`src/hw/wwp_defines.svh`:
```
// Constants for the watchdog-window and group-protection register bank.
// Assumes a 10 MHz core clock and byte-wide registers reached over I2C.
`ifndef WWP_DEFINES_SVH
`define WWP_DEFINES_SVH

// ==========================================
// Register offsets
`define WWP_ADDR_OPEN      8'h82
`define WWP_ADDR_KEY       8'h83
`define WWP_ADDR_STATUS    8'h84
`define WWP_ADDR_LOCK1     8'hF0
`define WWP_ADDR_LOCK2     8'hF1
`define WWP_ADDR_TADDR     8'hF9

// ==========================================
// Reset values
`define WWP_KEY_RESET      8'h00
`define WWP_LOCK_RESET     7'h00
`define WWP_STATUS_RESET   3'h0

// ==========================================
// Lock bit positions
`define WWP_LOCK_BITS      7
`define WWP_BIT_WORKING    6
`define WWP_BIT_SLEEP_SEQ  5
`define WWP_BIT_POWER_SEQ  4
`define WWP_BIT_SLOT_CFG   3
`define WWP_BIT_WATCHDOG   2
`define WWP_BIT_COUNTER    1
`define WWP_BIT_CONTROL    0

// ==========================================
// Fault status bit positions
`define WWP_STATUS_BITS    3
`define WWP_STAT_EXT_RESET 0
`define WWP_STAT_EARLY_KEY 1
`define WWP_STAT_NO_KEY    2

// ==========================================
// Window code segments
`define WWP_SEG2_CODE      8'h20
`define WWP_SEG3_CODE      8'h40
`define WWP_SEG2_BASE_MS   34
`define WWP_SEG3_BASE_MS   100

// ==========================================
// Timing
`define WWP_CLK_PERIOD_NS  100
`define WWP_TICK_MS_NS     1000000
`define WWP_MS_CYCLES      (`WWP_TICK_MS_NS / `WWP_CLK_PERIOD_NS)

`endif

```
`src/hw/wwp_pkg.sv`:
```
// Types shared by the register bank and its window timers.
// Assumes wwp_defines.svh is available on the include path.
`default_nettype none

package wwp_pkg;
	typedef logic [7:0] wwp_byte_t;
	typedef enum logic [2:0] {WD_OFF, WD_DELAY_CLOSE, WD_DELAY_OPEN, WD_CLOSE, WD_OPEN} wwp_wd_state_t;
	typedef enum logic [3:0] {I_IDLE, I_ADDR, I_ADDR_ACK, I_REG, I_REG_ACK, I_WDATA, I_WDATA_ACK,
		I_RDATA, I_RACK} wwp_bus_state_t;
endpackage

`default_nettype wire

```
`src/hw/wwp_window_timer.sv`:
```
// Millisecond window timer driven by an eight-bit window code.
// Assumes start_i is a one-cycle pulse on the core clock.
`include "wwp_defines.svh"
`default_nettype none

module wwp_window_timer #(
	parameter int unsigned MS_CYCLES = `WWP_MS_CYCLES
) (
	input  wire logic             clock_i,
	input  wire logic             reset_i,
	input  wire logic             start_i,
	input  wire wwp_pkg::wwp_byte_t code_i,
	output logic                  done_o
);
	import wwp_pkg::*;

	localparam int unsigned CW = $clog2(MS_CYCLES);

	if (MS_CYCLES < 2) begin : g_bad_ms
		$error("MS_CYCLES must be at least 2");
	end

	logic [9:0]    code_ms;
	logic [9:0]    dur_ms;
	logic [9:0]    next_dur_ms;
	logic [9:0]    ms_cnt;
	logic [9:0]    next_ms_cnt;
	logic [CW-1:0] cyc;
	logic [CW-1:0] next_cyc;
	logic          busy;
	logic          next_busy;
	logic          next_done;

	// ==========================================
	// Code to duration and counting
	always_comb begin
		if (code_i < `WWP_SEG2_CODE) begin
			code_ms = 10'(code_i) + 10'h001;
		end else if (code_i < `WWP_SEG3_CODE) begin
			code_ms = 10'(`WWP_SEG2_BASE_MS) + (10'(code_i - `WWP_SEG2_CODE) << 1);
		end else begin
			code_ms = 10'(`WWP_SEG3_BASE_MS) + (10'(code_i - `WWP_SEG3_CODE) << 2);
		end
		next_dur_ms = dur_ms;
		next_ms_cnt = ms_cnt;
		next_cyc = cyc;
		next_busy = busy;
		next_done = 1'h0;
		if (start_i) begin
			next_dur_ms = code_ms;
			next_ms_cnt = 10'h001;
			next_cyc = '0;
			next_busy = 1'h1;
		end else if (busy) begin
			if (cyc == CW'(MS_CYCLES - 1)) begin
				next_cyc = '0;
				if (ms_cnt == dur_ms) begin
					next_done = 1'h1;
					next_busy = 1'h0;
				end else begin
					next_ms_cnt = ms_cnt + 10'h001;
				end
			end else begin
				next_cyc = cyc + CW'(1);
			end
		end
	end

	always_ff @(posedge clock_i) begin
		if (reset_i) begin
			dur_ms <= 10'h000;
			ms_cnt <= 10'h000;
			cyc <= '0;
			busy <= 1'h0;
			done_o <= 1'h0;
		end else begin
			dur_ms <= next_dur_ms;
			ms_cnt <= next_ms_cnt;
			cyc <= next_cyc;
			busy <= next_busy;
			done_o <= next_done;
		end
	end
endmodule

`default_nettype wire

```
`src/hw/wwp_window_protect.sv`:
```
// Watchdog window, service key, group protection and fault flag registers behind an I2C target.
// Assumes NVM values and self-test strobes come from logic on clock_i; I2C and reset pins are asynchronous.
`include "wwp_defines.svh"
`default_nettype none

// Contract
// - Open-window code maps 1/2/4 ms steps
// - Open window loads from NVM, lockable
// - Key register resets zero, key services watchdog
// - Group locked only when both bits set
// - Lock bits sticky until power removal
// - Self-test at shutdown clears both lock registers
// - Lock bit per register group, bit7 reserved
// - Writes to locked group silently ignored
// - Target address read-only, loaded from NVM
// - External reset pull-down raises fault interrupt
// - Period is close plus open, delay 1-8
module wwp_window_protect #(
	parameter int unsigned        MS_CYCLES   = `WWP_MS_CYCLES,
	parameter wwp_pkg::wwp_byte_t SERVICE_KEY = 8'h5A
) (
	input  wire logic                     clock_i,
	input  wire logic                     reset_i,
	input  wire logic                     scl_i,
	input  wire logic                     sda_i,
	output logic                          sda_o,
	output logic                          sda_oe_o,
	input  wire logic                     system_reset_n_i,
	output logic                          fault_interrupt_n_o,
	output logic                          fault_interrupt_n_oe_o,
	input  wire wwp_pkg::wwp_byte_t       stored_open_window_i,
	input  wire logic [6:0]               stored_target_address_i,
	input  wire logic                     watchdog_enable_i,
	input  wire logic [2:0]               first_delay_code_i,
	input  wire wwp_pkg::wwp_byte_t       watchdog_close_window_i,
	input  wire logic                     selftest_done_i,
	input  wire logic                     selftest_on_powerdown_i,
	output logic [`WWP_LOCK_BITS-1:0]     group_locked_o,
	output logic                          watchdog_expired_o
);
	import wwp_pkg::*;

	// ==========================================
	// Pin synchronisers
	logic scl_meta, scl_sync, scl_prev;
	logic sda_meta, sda_sync, sda_prev;
	logic rst_meta, rst_sync;

	always_ff @(posedge clock_i) begin
		if (reset_i) begin
			scl_meta <= 1'h1;
			scl_sync <= 1'h1;
			scl_prev <= 1'h1;
			sda_meta <= 1'h1;
			sda_sync <= 1'h1;
			sda_prev <= 1'h1;
			rst_meta <= 1'h1;
			rst_sync <= 1'h1;
		end else begin
			scl_meta <= scl_i;
			scl_sync <= scl_meta;
			scl_prev <= scl_sync;
			sda_meta <= sda_i;
			sda_sync <= sda_meta;
			sda_prev <= sda_sync;
			rst_meta <= system_reset_n_i;
			rst_sync <= rst_meta;
		end
	end

	wire logic scl_rise = scl_sync & ~scl_prev;
	wire logic scl_fall = ~scl_sync & scl_prev;
	wire logic bus_start = scl_sync & scl_prev & sda_prev & ~sda_sync;
	wire logic bus_stop = scl_sync & scl_prev & ~sda_prev & sda_sync;

	// ==========================================
	// Register storage
	wwp_byte_t                     open_window, next_open_window;
	wwp_byte_t                     service_key, next_service_key;
	logic [`WWP_LOCK_BITS-1:0]     lock_first, next_lock_first;
	logic [`WWP_LOCK_BITS-1:0]     lock_second, next_lock_second;
	logic [6:0]                    target_addr, next_target_addr;
	logic [`WWP_STATUS_BITS-1:0]   fault_status, next_fault_status;
	logic                          loaded, next_loaded;
	logic [`WWP_LOCK_BITS-1:0]     next_group_locked;
	logic                          next_irq_oe;
	logic                          reg_wr;
	wwp_byte_t                     wr_addr;
	wwp_byte_t                     wr_data;
	logic                          key_hit;
	logic                          early_key;
	logic                          no_key;
	logic                          wdt_locked;
	logic                          bist_clear;

	function automatic wwp_byte_t read_reg(input wwp_byte_t a);
		unique case (a)
			`WWP_ADDR_OPEN:   read_reg = open_window;
			`WWP_ADDR_KEY:    read_reg = service_key;
			`WWP_ADDR_LOCK1:  read_reg = {1'h0, lock_first};
			`WWP_ADDR_LOCK2:  read_reg = {1'h0, lock_second};
			`WWP_ADDR_TADDR:  read_reg = {1'h0, target_addr};
			`WWP_ADDR_STATUS: read_reg = {5'h00, fault_status};
			default:          read_reg = 8'h00;
		endcase
	endfunction

	assign wdt_locked = lock_first[`WWP_BIT_WATCHDOG] & lock_second[`WWP_BIT_WATCHDOG];
	assign bist_clear = selftest_done_i & selftest_on_powerdown_i;
	assign key_hit = reg_wr && wr_addr == `WWP_ADDR_KEY && wr_data == SERVICE_KEY;

	// ==========================================
	// I2C target
	wwp_bus_state_t i_state, next_i_state;
	logic [3:0]     bit_cnt, next_bit_cnt;
	wwp_byte_t      shreg, next_shreg;
	wwp_byte_t      rd_byte, next_rd_byte;
	wwp_byte_t      ptr, next_ptr;
	logic           next_sda_oe;
	wwp_byte_t      rd_here;
	wwp_byte_t      rd_after;

	always_comb begin
		rd_here = read_reg(ptr);
		rd_after = read_reg(ptr + 8'h01);
		next_i_state = i_state;
		next_bit_cnt = bit_cnt;
		next_shreg = shreg;
		next_rd_byte = rd_byte;
		next_ptr = ptr;
		next_sda_oe = sda_oe_o;
		reg_wr = 1'h0;
		wr_addr = ptr;
		wr_data = shreg;
		if (bus_start) begin
			next_i_state = I_ADDR;
			next_bit_cnt = 4'h0;
			next_sda_oe = 1'h0;
		end else if (bus_stop) begin
			next_i_state = I_IDLE;
			next_sda_oe = 1'h0;
		end else if (scl_rise) begin
			if (i_state == I_ADDR || i_state == I_REG || i_state == I_WDATA) begin
				next_shreg = {shreg[6:0], sda_sync};
				next_bit_cnt = bit_cnt + 4'h1;
			end else if (i_state == I_RACK && sda_sync) begin
				next_i_state = I_IDLE;
			end
		end else if (scl_fall) begin
			unique case (i_state)
				I_ADDR: if (bit_cnt == 4'h8) begin
					if (shreg[7:1] == target_addr) begin
						next_i_state = I_ADDR_ACK;
						next_sda_oe = 1'h1;
					end else begin
						next_i_state = I_IDLE;
					end
				end
				I_ADDR_ACK: begin
					next_bit_cnt = 4'h0;
					next_sda_oe = 1'h0;
					next_i_state = I_REG;
					if (shreg[0]) begin
						next_rd_byte = rd_here;
						next_sda_oe = ~rd_here[7];
						next_bit_cnt = 4'h1;
						next_i_state = I_RDATA;
					end
				end
				I_REG: if (bit_cnt == 4'h8) begin
					next_ptr = shreg;
					next_sda_oe = 1'h1;
					next_i_state = I_REG_ACK;
				end
				I_WDATA: if (bit_cnt == 4'h8) begin
					reg_wr = 1'h1;
					next_ptr = ptr + 8'h01;
					next_sda_oe = 1'h1;
					next_i_state = I_WDATA_ACK;
				end
				I_REG_ACK, I_WDATA_ACK: begin
					next_bit_cnt = 4'h0;
					next_sda_oe = 1'h0;
					next_i_state = I_WDATA;
				end
				I_RDATA: begin
					if (bit_cnt == 4'h8) begin
						next_sda_oe = 1'h0;
						next_i_state = I_RACK;
					end else begin
						next_sda_oe = ~rd_byte[3'(4'h7 - bit_cnt)];
						next_bit_cnt = bit_cnt + 4'h1;
					end
				end
				I_RACK: begin
					next_ptr = ptr + 8'h01;
					next_rd_byte = rd_after;
					next_sda_oe = ~rd_after[7];
					next_bit_cnt = 4'h1;
					next_i_state = I_RDATA;
				end
				default: next_i_state = I_IDLE;
			endcase
		end
	end

	always_ff @(posedge clock_i) begin
		if (reset_i) begin
			i_state <= I_IDLE;
			bit_cnt <= 4'h0;
			shreg <= 8'h00;
			rd_byte <= 8'h00;
			ptr <= 8'h00;
			sda_oe_o <= 1'h0;
			sda_o <= 1'h0;
		end else begin
			i_state <= next_i_state;
			bit_cnt <= next_bit_cnt;
			shreg <= next_shreg;
			rd_byte <= next_rd_byte;
			ptr <= next_ptr;
			sda_oe_o <= next_sda_oe;
			sda_o <= 1'h0;
		end
	end

	// ==========================================
	// Register updates
	always_comb begin
		next_open_window = open_window;
		next_service_key = service_key;
		next_lock_first = lock_first;
		next_lock_second = lock_second;
		next_target_addr = target_addr;
		next_fault_status = fault_status;
		next_loaded = 1'h1;
		if (!loaded) begin
			next_open_window = stored_open_window_i;
			next_target_addr = stored_target_address_i;
		end
		if (reg_wr) begin
			unique case (wr_addr)
				`WWP_ADDR_OPEN: if (!wdt_locked) next_open_window = wr_data;
				`WWP_ADDR_KEY:  next_service_key = wr_data;
				`WWP_ADDR_LOCK1: next_lock_first = lock_first | wr_data[6:0];
				`WWP_ADDR_LOCK2: next_lock_second = lock_second | wr_data[6:0];
				`WWP_ADDR_STATUS: next_fault_status = fault_status & ~wr_data[2:0];
				default: ;
			endcase
		end
		if (bist_clear) begin
			next_lock_first = `WWP_LOCK_RESET;
			next_lock_second = `WWP_LOCK_RESET;
		end
		next_fault_status[`WWP_STAT_EXT_RESET] = next_fault_status[`WWP_STAT_EXT_RESET] | ~rst_sync;
		next_fault_status[`WWP_STAT_EARLY_KEY] = next_fault_status[`WWP_STAT_EARLY_KEY] | early_key;
		next_fault_status[`WWP_STAT_NO_KEY] = next_fault_status[`WWP_STAT_NO_KEY] | no_key;
		next_group_locked = next_lock_first & next_lock_second;
		next_irq_oe = |next_fault_status;
	end

	always_ff @(posedge clock_i) begin
		if (reset_i) begin
			open_window <= 8'h00;
			service_key <= `WWP_KEY_RESET;
			lock_first <= `WWP_LOCK_RESET;
			lock_second <= `WWP_LOCK_RESET;
			target_addr <= 7'h00;
			fault_status <= `WWP_STATUS_RESET;
			loaded <= 1'h0;
			group_locked_o <= `WWP_LOCK_RESET;
			fault_interrupt_n_oe_o <= 1'h0;
			fault_interrupt_n_o <= 1'h0;
		end else begin
			open_window <= next_open_window;
			service_key <= next_service_key;
			lock_first <= next_lock_first;
			lock_second <= next_lock_second;
			target_addr <= next_target_addr;
			fault_status <= next_fault_status;
			loaded <= next_loaded;
			group_locked_o <= next_group_locked;
			fault_interrupt_n_oe_o <= next_irq_oe;
			fault_interrupt_n_o <= 1'h0;
		end
	end

	// ==========================================
	// Watchdog window sequence
	wwp_wd_state_t wd_state, next_wd_state;
	logic [2:0]    periods_left, next_periods_left;
	logic          start_close, start_open, close_done, open_done;

	always_comb begin
		next_wd_state = wd_state;
		next_periods_left = periods_left;
		start_close = 1'h0;
		start_open = 1'h0;
		early_key = 1'h0;
		no_key = 1'h0;
		if (!watchdog_enable_i || !loaded) begin
			next_wd_state = WD_OFF;
		end else begin
			unique case (wd_state)
				WD_OFF: begin
					next_periods_left = first_delay_code_i;
					start_close = 1'h1;
					next_wd_state = WD_DELAY_CLOSE;
				end
				WD_DELAY_CLOSE: if (close_done) begin
					start_open = 1'h1;
					next_wd_state = WD_DELAY_OPEN;
				end
				WD_DELAY_OPEN: if (open_done) begin
					start_close = 1'h1;
					if (periods_left == 3'h0) begin
						next_wd_state = WD_CLOSE;
					end else begin
						next_periods_left = periods_left - 3'h1;
						next_wd_state = WD_DELAY_CLOSE;
					end
				end
				WD_CLOSE: begin
					if (key_hit) begin
						early_key = 1'h1;
						start_close = 1'h1;
					end else if (close_done) begin
						start_open = 1'h1;
						next_wd_state = WD_OPEN;
					end
				end
				WD_OPEN: begin
					if (key_hit || open_done) begin
						no_key = ~key_hit;
						start_close = 1'h1;
						next_wd_state = WD_CLOSE;
					end
				end
				default: next_wd_state = WD_OFF;
			endcase
		end
	end

	always_ff @(posedge clock_i) begin
		if (reset_i) begin
			wd_state <= WD_OFF;
			periods_left <= 3'h0;
			watchdog_expired_o <= 1'h0;
		end else begin
			wd_state <= next_wd_state;
			periods_left <= next_periods_left;
			watchdog_expired_o <= early_key | no_key;
		end
	end

	wwp_window_timer #(.MS_CYCLES(MS_CYCLES)) u_close_timer (
		.clock_i (clock_i),
		.reset_i (reset_i),
		.start_i (start_close),
		.code_i  (watchdog_close_window_i),
		.done_o  (close_done)
	);

	wwp_window_timer #(.MS_CYCLES(MS_CYCLES)) u_open_timer (
		.clock_i (clock_i),
		.reset_i (reset_i),
		.start_i (start_open),
		.code_i  (open_window),
		.done_o  (open_done)
	);
endmodule

`default_nettype wire

```
`config.mk`:
```
export PLATFORM = sky130hd
export DESIGN_NAME = wwp_window_protect
export DESIGN_NICKNAME = d
export VERILOG_FILES = /design/src/hw/wwp_pkg.sv /design/src/hw/wwp_window_timer.sv /design/src/hw/wwp_window_protect.sv
export VERILOG_INCLUDE_DIRS = /design/src /design/src/hw
export SDC_FILE = /design/constraint.sdc
export NUM_CORES = 1
export LEC_CHECK = 0
export ABC_AREA = 0
export BUFFER_PORTS_ARGS = -buffer_cell sky130_fd_sc_hd__buf_2
export CORE_ASPECT_RATIO = 0.75
export CORE_MARGIN = 3
export CORE_UTILIZATION = 50
export CTS_CLUSTER_SIZE = 8
export DETAILED_ROUTE_END_ITERATION = 7
export PLACE_DENSITY = 0.67
export SLEW_MARGIN = 20
export SYNTH_ARGS = -nofsm -noshare
export SYNTH_HDL_FRONTEND = slang
export SYNTH_SLANG_ARGS = --single-unit
```
`constraint.sdc`:
```
create_clock -name clock_i -period 2.8 [get_ports clock_i]
set_input_delay 0.7 -clock clock_i [delete_from_list [all_inputs] [get_ports clock_i]]
set_output_delay 0.7 -clock clock_i [all_outputs]
set_load 0.02 [all_outputs]
```
Word-level counts from Yosys, hierarchy flattened
Cells that the tools add are included.
{"block": "totals", "register_bits": 169, "latchBits": 0, "mem_bits_rw": 0, "mem_bits_ro": 0, "input_bits": 34, "mem_count": 0}
{"block": "op_classes", "addsub": 18, "multipliers": 0, "div_mod_pow": 0, "magnitude_cmp": 5, "n_eq_ne": 59, "shifts": 0, "mux": 101, "bitwise": 37, "n_reduce_logical": 46}
{"operator": "8-bit equality test, second input constant", "n": 12}
{"operator": "8-bit one-hot mux with 6 select lines", "n": 2}
{"operator": "8-bit 2-to-1 mux", "n": 7}
{"operator": "4-bit 2-to-1 mux", "n": 12}
{"operator": "1-bit 2-to-1 mux", "n": 46}
{"operator": "7-bit 2-to-1 mux", "n": 6}
{"operator": "10-bit 2-to-1 mux", "n": 4}
{"operator": "3-bit 2-to-1 mux", "n": 10}
{"operator": "14-bit by 1-bit adder with 14-bit output, second input constant", "n": 2}
{"operator": "14-bit equality test, second input constant", "n": 2}
{"operator": "14-bit 2-to-1 mux", "n": 2}
{"operator": "4-bit one-hot mux with 7 select lines", "n": 1}
{"operator": "8-bit one-hot mux with 3 select lines", "n": 1}
{"operator": "7-bit AND reduction", "n": 3}
{"operator": "10-bit by 1-bit adder with 10-bit output, second input constant", "n": 2}
{"operator": "6-bit by 10-bit adder with 10-bit output, first input constant", "n": 2}
{"operator": "7-bit by 10-bit adder with 10-bit output, first input constant", "n": 2}
{"operator": "10-bit equality test", "n": 2}
{"operator": "2-bit by 1-bit != test with 1-bit output, second input constant", "n": 10}
{"operator": "1-bit inverter", "n": 19}
{"operator": "8-bit by 1-bit adder with 9-bit output, second input constant", "n": 2}
{"operator": "8-bit by 6-bit subtractor with 9-bit output, second input constant", "n": 2}
{"operator": "4-bit by 3-bit equality test with 1-bit output, second input constant", "n": 4}
{"operator": "8-bit by 6-bit < comparator with 1-bit output, second input constant", "n": 2}
{"operator": "other kinds (54)", "n": 109}

Depth between registers and ports, before layout
{"block": "logic_depth", "word_depth": 15, "mapped_depth": 10, "ltp_nobuf": 8}

Hierarchy
A second synthesis with hierarchy kept.
{"block": "hier_totals", "cells_unflattened": 1223, "area_unflattened_um2": 10188.5}
{"mod": "wwp_window_protect", "n_inst": 1, "cells_per_inst": 694, "area_each_um2": 5820.6, "seq_area_each_um2": 1941.9}
{"mod": "wwp_window_timer at u_open_timer", "n_inst": 1, "cells_per_inst": 264, "area_each_um2": 2205.9, "seq_area_each_um2": 720.7}
{"mod": "wwp_window_timer at u_close_timer", "n_inst": 1, "cells_per_inst": 265, "area_each_um2": 2162.1, "seq_area_each_um2": 720.7}

Worst setup path before layout
OpenSTA, ideal clock, no wires.
{"block": "synth_path", "kind": "input to register", "start": "in watchdog_enable_i", "end": "reg periods_left[2]", "t_arrival_ps": 2181, "required_time_ps": 2672, "path_slack_ps": 491, "cell_stages": 5, "n_path_buf": 0, "path_cell_list": "nand2_1 -> a2111oi_0 -> o21ai_0 -> a22oi_1 -> nor2_1"}
{"block": "synth_via", "elab_chain_len": 4}
{"item": "from (decl)", "line": "wwp_window_protect.sv:33", "rtl": "input wire logic watchdog_enable_i,"}
{"item": "1-bit logical NOT", "line": "wwp_window_protect.sv:301", "rtl": "if (!watchdog_enable_i || !loaded) begin"}
{"item": "1-bit logical OR", "line": "wwp_window_protect.sv:301"}
{"item": "1-bit inverter (no source line)"}
{"item": "4-bit AND reduction (no source line)"}
{"item": "to (signal assigned)", "line": "wwp_window_protect.sv:351", "rtl": "periods_left <= next_periods_left;"}
{"item": "to (decl)", "line": "wwp_window_protect.sv:291", "rtl": "logic [2:0] periods_left, next_periods_left;"}
Every way passes these cells.
A chain may end at the register's enable or synchronous reset.

Worst setup path after layout
{"block": "layout_path", "start": "reg ptr[4]", "end": "reg u_close_timer.done_o"}
{"block": "layout_via", "elab_chain_len": 8}
{"item": "from (decl)", "line": "wwp_window_protect.sv:118", "rtl": "wwp_byte_t ptr, next_ptr;"}
{"item": "from (signal assigned)", "line": "wwp_window_protect.sv:221", "rtl": "ptr <= next_ptr;"}
{"item": "8-bit equality test *"}
{"item": "1-bit logical AND (no source line) *"}
{"item": "1-bit logical AND *", "line": "wwp_window_protect.sv:110", "rtl": "assign key_hit = reg_wr && wr_addr == `WWP_ADDR_KEY && wr_data == SERVICE_KEY;"}
{"item": "1-bit logical OR", "line": "wwp_window_protect.sv:333", "rtl": "if (key_hit || open_done) begin"}
{"item": "1-bit 2-to-1 mux", "line": "wwp_window_protect.sv:333"}
{"item": "1-bit one-hot mux with 4 select lines *", "line": "wwp_window_protect.sv:304", "rtl": "unique case (wd_state)"}
{"item": "1-bit 2-to-1 mux *", "line": "wwp_window_protect.sv:301"}
{"item": "4-bit OR reduction (no source line) *"}
{"item": "to (signal assigned)", "line": "wwp_window_timer.sv:81", "rtl": "done_o <= next_done;"}
{"item": "to (decl)", "line": "wwp_window_timer.sv:13", "rtl": "output logic done_o"}
Every way passes the cells marked *; elsewhere a longest branch is shown, timed or not.

==> metrics <==
status finished clean; Crit Path Category reg2reg; Crit. End Element flop; Reg clk slew, reported paths approximately 0.07 ns; Skew-Pair Late Insertion Delay between 0.4 and 0.5 ns; MaxCap Viol Count 0; Critical Path RT between 3 and 4 ns; I/O Pins 46; Clock Skews 0.009931 ns; total track usage 0.2354; Post-synth top cells dfxtp_1 (169), nor2_1 (159), nand2_1 (87), a21oi_1 (82), clkbuf_1 (64); RD Place Congestion roughly 0.96; Netlist cell types slightly above 80; Final WS setup 0.2294 ns; Setup TNS Final 0 ns; Max clock buf depth 2; Worst slew margin 0.4776; f_max around 400 MHz; largest net degree at the start of global routing 45; Die H between 100 and 150 um; port bufs 43; startpoint types flop; EDFF count, synth 0; # DRC 0; H-tree depth 4; violation count after the first detailed-route iteration about 950; PwrDens between 400 and 500 nW/um^2; vias in the first global route 7,759; total gr overflow 0; vias after detailed routing 8,744; CTS tree built; first-pass GRT wire length slightly above 40 mm; DP Wirelength between 15 and 20 mm; design area 10,880 um^2; Synth top area share 0.3478; layout cells sized above 1 0.1336; Hold Fails Final Rpt 0; final period utilization 0.9181; Worst Tran Pin Value roughly 0.78 ns; #FFs+latches synth 169; pre-CTS setup slack 0.2044 ns; area grow syn2layout 11.82%; Mapped Cells 1,187; CTS Buf Count 17; leading area contributor after synthesis dfxtp_1; Final min period ~2.6 ns; Synth Flop Type dfxtp_1; Avg Inst Size Synth 8.194 um^2; sequential-to-total area share from yosys stat 0.3478; CP top delay family simple AND/OR/NAND/NOR gates; wire per inst about 17 um; async set or reset register ratio after synthesis 0; endpoints failing setup 0; full die area around 21,000 um^2; # rows 43; CORE AREA approximately 19,000 um^2; Post-Route WL about 25 mm; leakage around 4 nW; Setup Buffers After CTS 0; mapped cell area between 9000 and 10,000 um^2; CP bufs+invs 0; 1st-pass router iterations 5; RSZ-0062 raised after global routing no; crit path max fanout 12; clk root buf clkbuf_16; slowest CP cell or4b_1; Hold WC Path Type reg2reg; fin. max-slew vios 0; remaining antenna violation count 0; Sequential Area 3383 um^2; # fillers roughly 1,700; clock sink count approximately 170; initial antenna violation count 0; count leader, synth dfxtp_1; crit-path cells or4b_1 > nor4_4 > nand3_2 > a21o_1 > nand2_1 > nor3_1; area of the multi-input gates 5898 um^2; synth warn 0; # diodes 0; peak supply drop around 0.31 mV; WP data arrival 2.87 ns; placed inst area 10,320 um^2; Die X between 150 and 200 um; top cells by area, synth dfxtp_1 (35%), nor2_1 (6.1%), mux2i_1 (5.0%); Util after Layout 0.5793; Starting Density 0.5180; Worst path max stage delay 0.71 ns; Nets approximately 1,300; Via density approximately 5.9
[timing repair]
action,CTS,global route
hold buffers,0,0
endpoints found under the setup margin,0,9
gates resized for setup,0,1
[through the flow]
step / total power (W) / hold WS (ns) / instances
floorplan: 0.002779 / 0.3895 / 1188
global placement: 0.002890 / 0.3919 / 1450
detailed placement: 0.002895 / 0.4051 / 1450
CTS: 0.005092 / 0.4276 / 1482
global route: 0.005238 / 0.4389 / 1482
finish: 0.005057 / 0.4261 / 1482
[layout make-up]
| cell class | instances | share of cell area |
|---|---|---|
| Tap cell | 247 | 0.02841 |
| Sequential cell | 169 | 0.3111 |
| Multi-Input combinational cell | 906 | 0.5423 |
| Clock buffer | 19 | 0.04164 |
| Timing Repair Buffer | 97 | 0.05706 |
| Inverter | 31 | 0.01070 |
| Clock inverter | 13 | 0.008858 |
[layout by cell type, fill, tap and decap left out, types with 10 or more instances in the layout]
cell,Yosys,final
a211oi_1,25,25
a21oi_1,82,82
a22o_1,12,12
a22oi_1,15,15
a31oi_1,16,16
and3_1,15,15
buf_2,9,43
buf_4,3,54
clkbuf_16,0,17
dfxtp_1,169,169
ha_1,32,32
inv_1,30,30
mux2i_1,49,49
nand2_1,87,87
nand3_1,40,39
nand4_1,24,24
nor2_1,159,159
nor3_1,27,27
nor4_1,11,11
o21ai_0,39,39
or2_2,12,12
or3_1,10,10
xnor2_1,47,47
xor2_1,44,44
[final timing paths]
path | from | end | slack (ns) | cells past startpoint
hold reg to reg | rst_meta$_SDFF_PP1_ | rst_sync$_SDFF_PP1_ | 0.43 | 1
setup reg to reg | ptr[4]$_SDFFE_PP0P_ | u_close_timer.done_o$_SDFF_PP0_ | 0.23 | 6
setup / recovery | ptr[4]$_SDFFE_PP0P_ | u_close_timer.done_o$_SDFF_PP0_ | 0.23 | 6
hold / removal | rst_meta$_SDFF_PP1_ | rst_sync$_SDFF_PP1_ | 0.43 | 1
[cells by family after synthesis]
| family | count (synthesis) | share of synthesized area |
|---|---|---|
| DFF | 169 | 0.3478 |
| other | 1 | 0.0003855 |
| AOI/OAI and AO/OA | 282 | 0.1958 |
| xor gates and xnor gates | 91 | 0.08194 |
| muxes | 52 | 0.05621 |
| buffers and inverters | 113 | 0.04669 |
| and+or+nand+nor | 446 | 0.2290 |
| adders and majority gates | 33 | 0.04219 |
[report_power, final]
part | total, W | switching [W] | leakage (nW) | internal, W
combinational | 0.000376 | 0.000228 | 2.48 | 0.000148
clock | 0.00221 | 0.00102 | 0.258 | 0.00119
sequential | 0.00247 | 0.0000404 | 1.37 | 0.00243
[per-layer routing]
layer,routed length (um),global-route usage
met1,12730,0.3646
met2,10260,0.3295
met3,1930,0.05047
met4,320,0.05820
met5,0,0
[worst reg2reg max path: cells and delay by family, from the launching register on]
kind / cells / cell delay (ns)
and+or+nand+nor: 5 / 1.71
AOI/OAI and AO/OA: 1 / 0.32
DFF: 1 / 0.40
[registers in the layout (all words and copies together) (netlist names), 3 cells and up]
register / cells
group_locked_o: 7
target_addr: 7
shreg: 8
rd_byte: 8
bit_cnt: 4
u_close_timer.dur_ms: 10
service_key: 8
lock_second: 7
u_open_timer.ms_cnt: 10
u_close_timer.ms_cnt: 10
u_open_timer.cyc: 14
u_open_timer.dur_ms: 10
ptr: 8
lock_first: 7
fault_status: 3
u_close_timer.cyc: 14
i_state: 4
periods_left: 3
open_window: 8
wd_state: 3
Power figures use the tool's default switching activity.
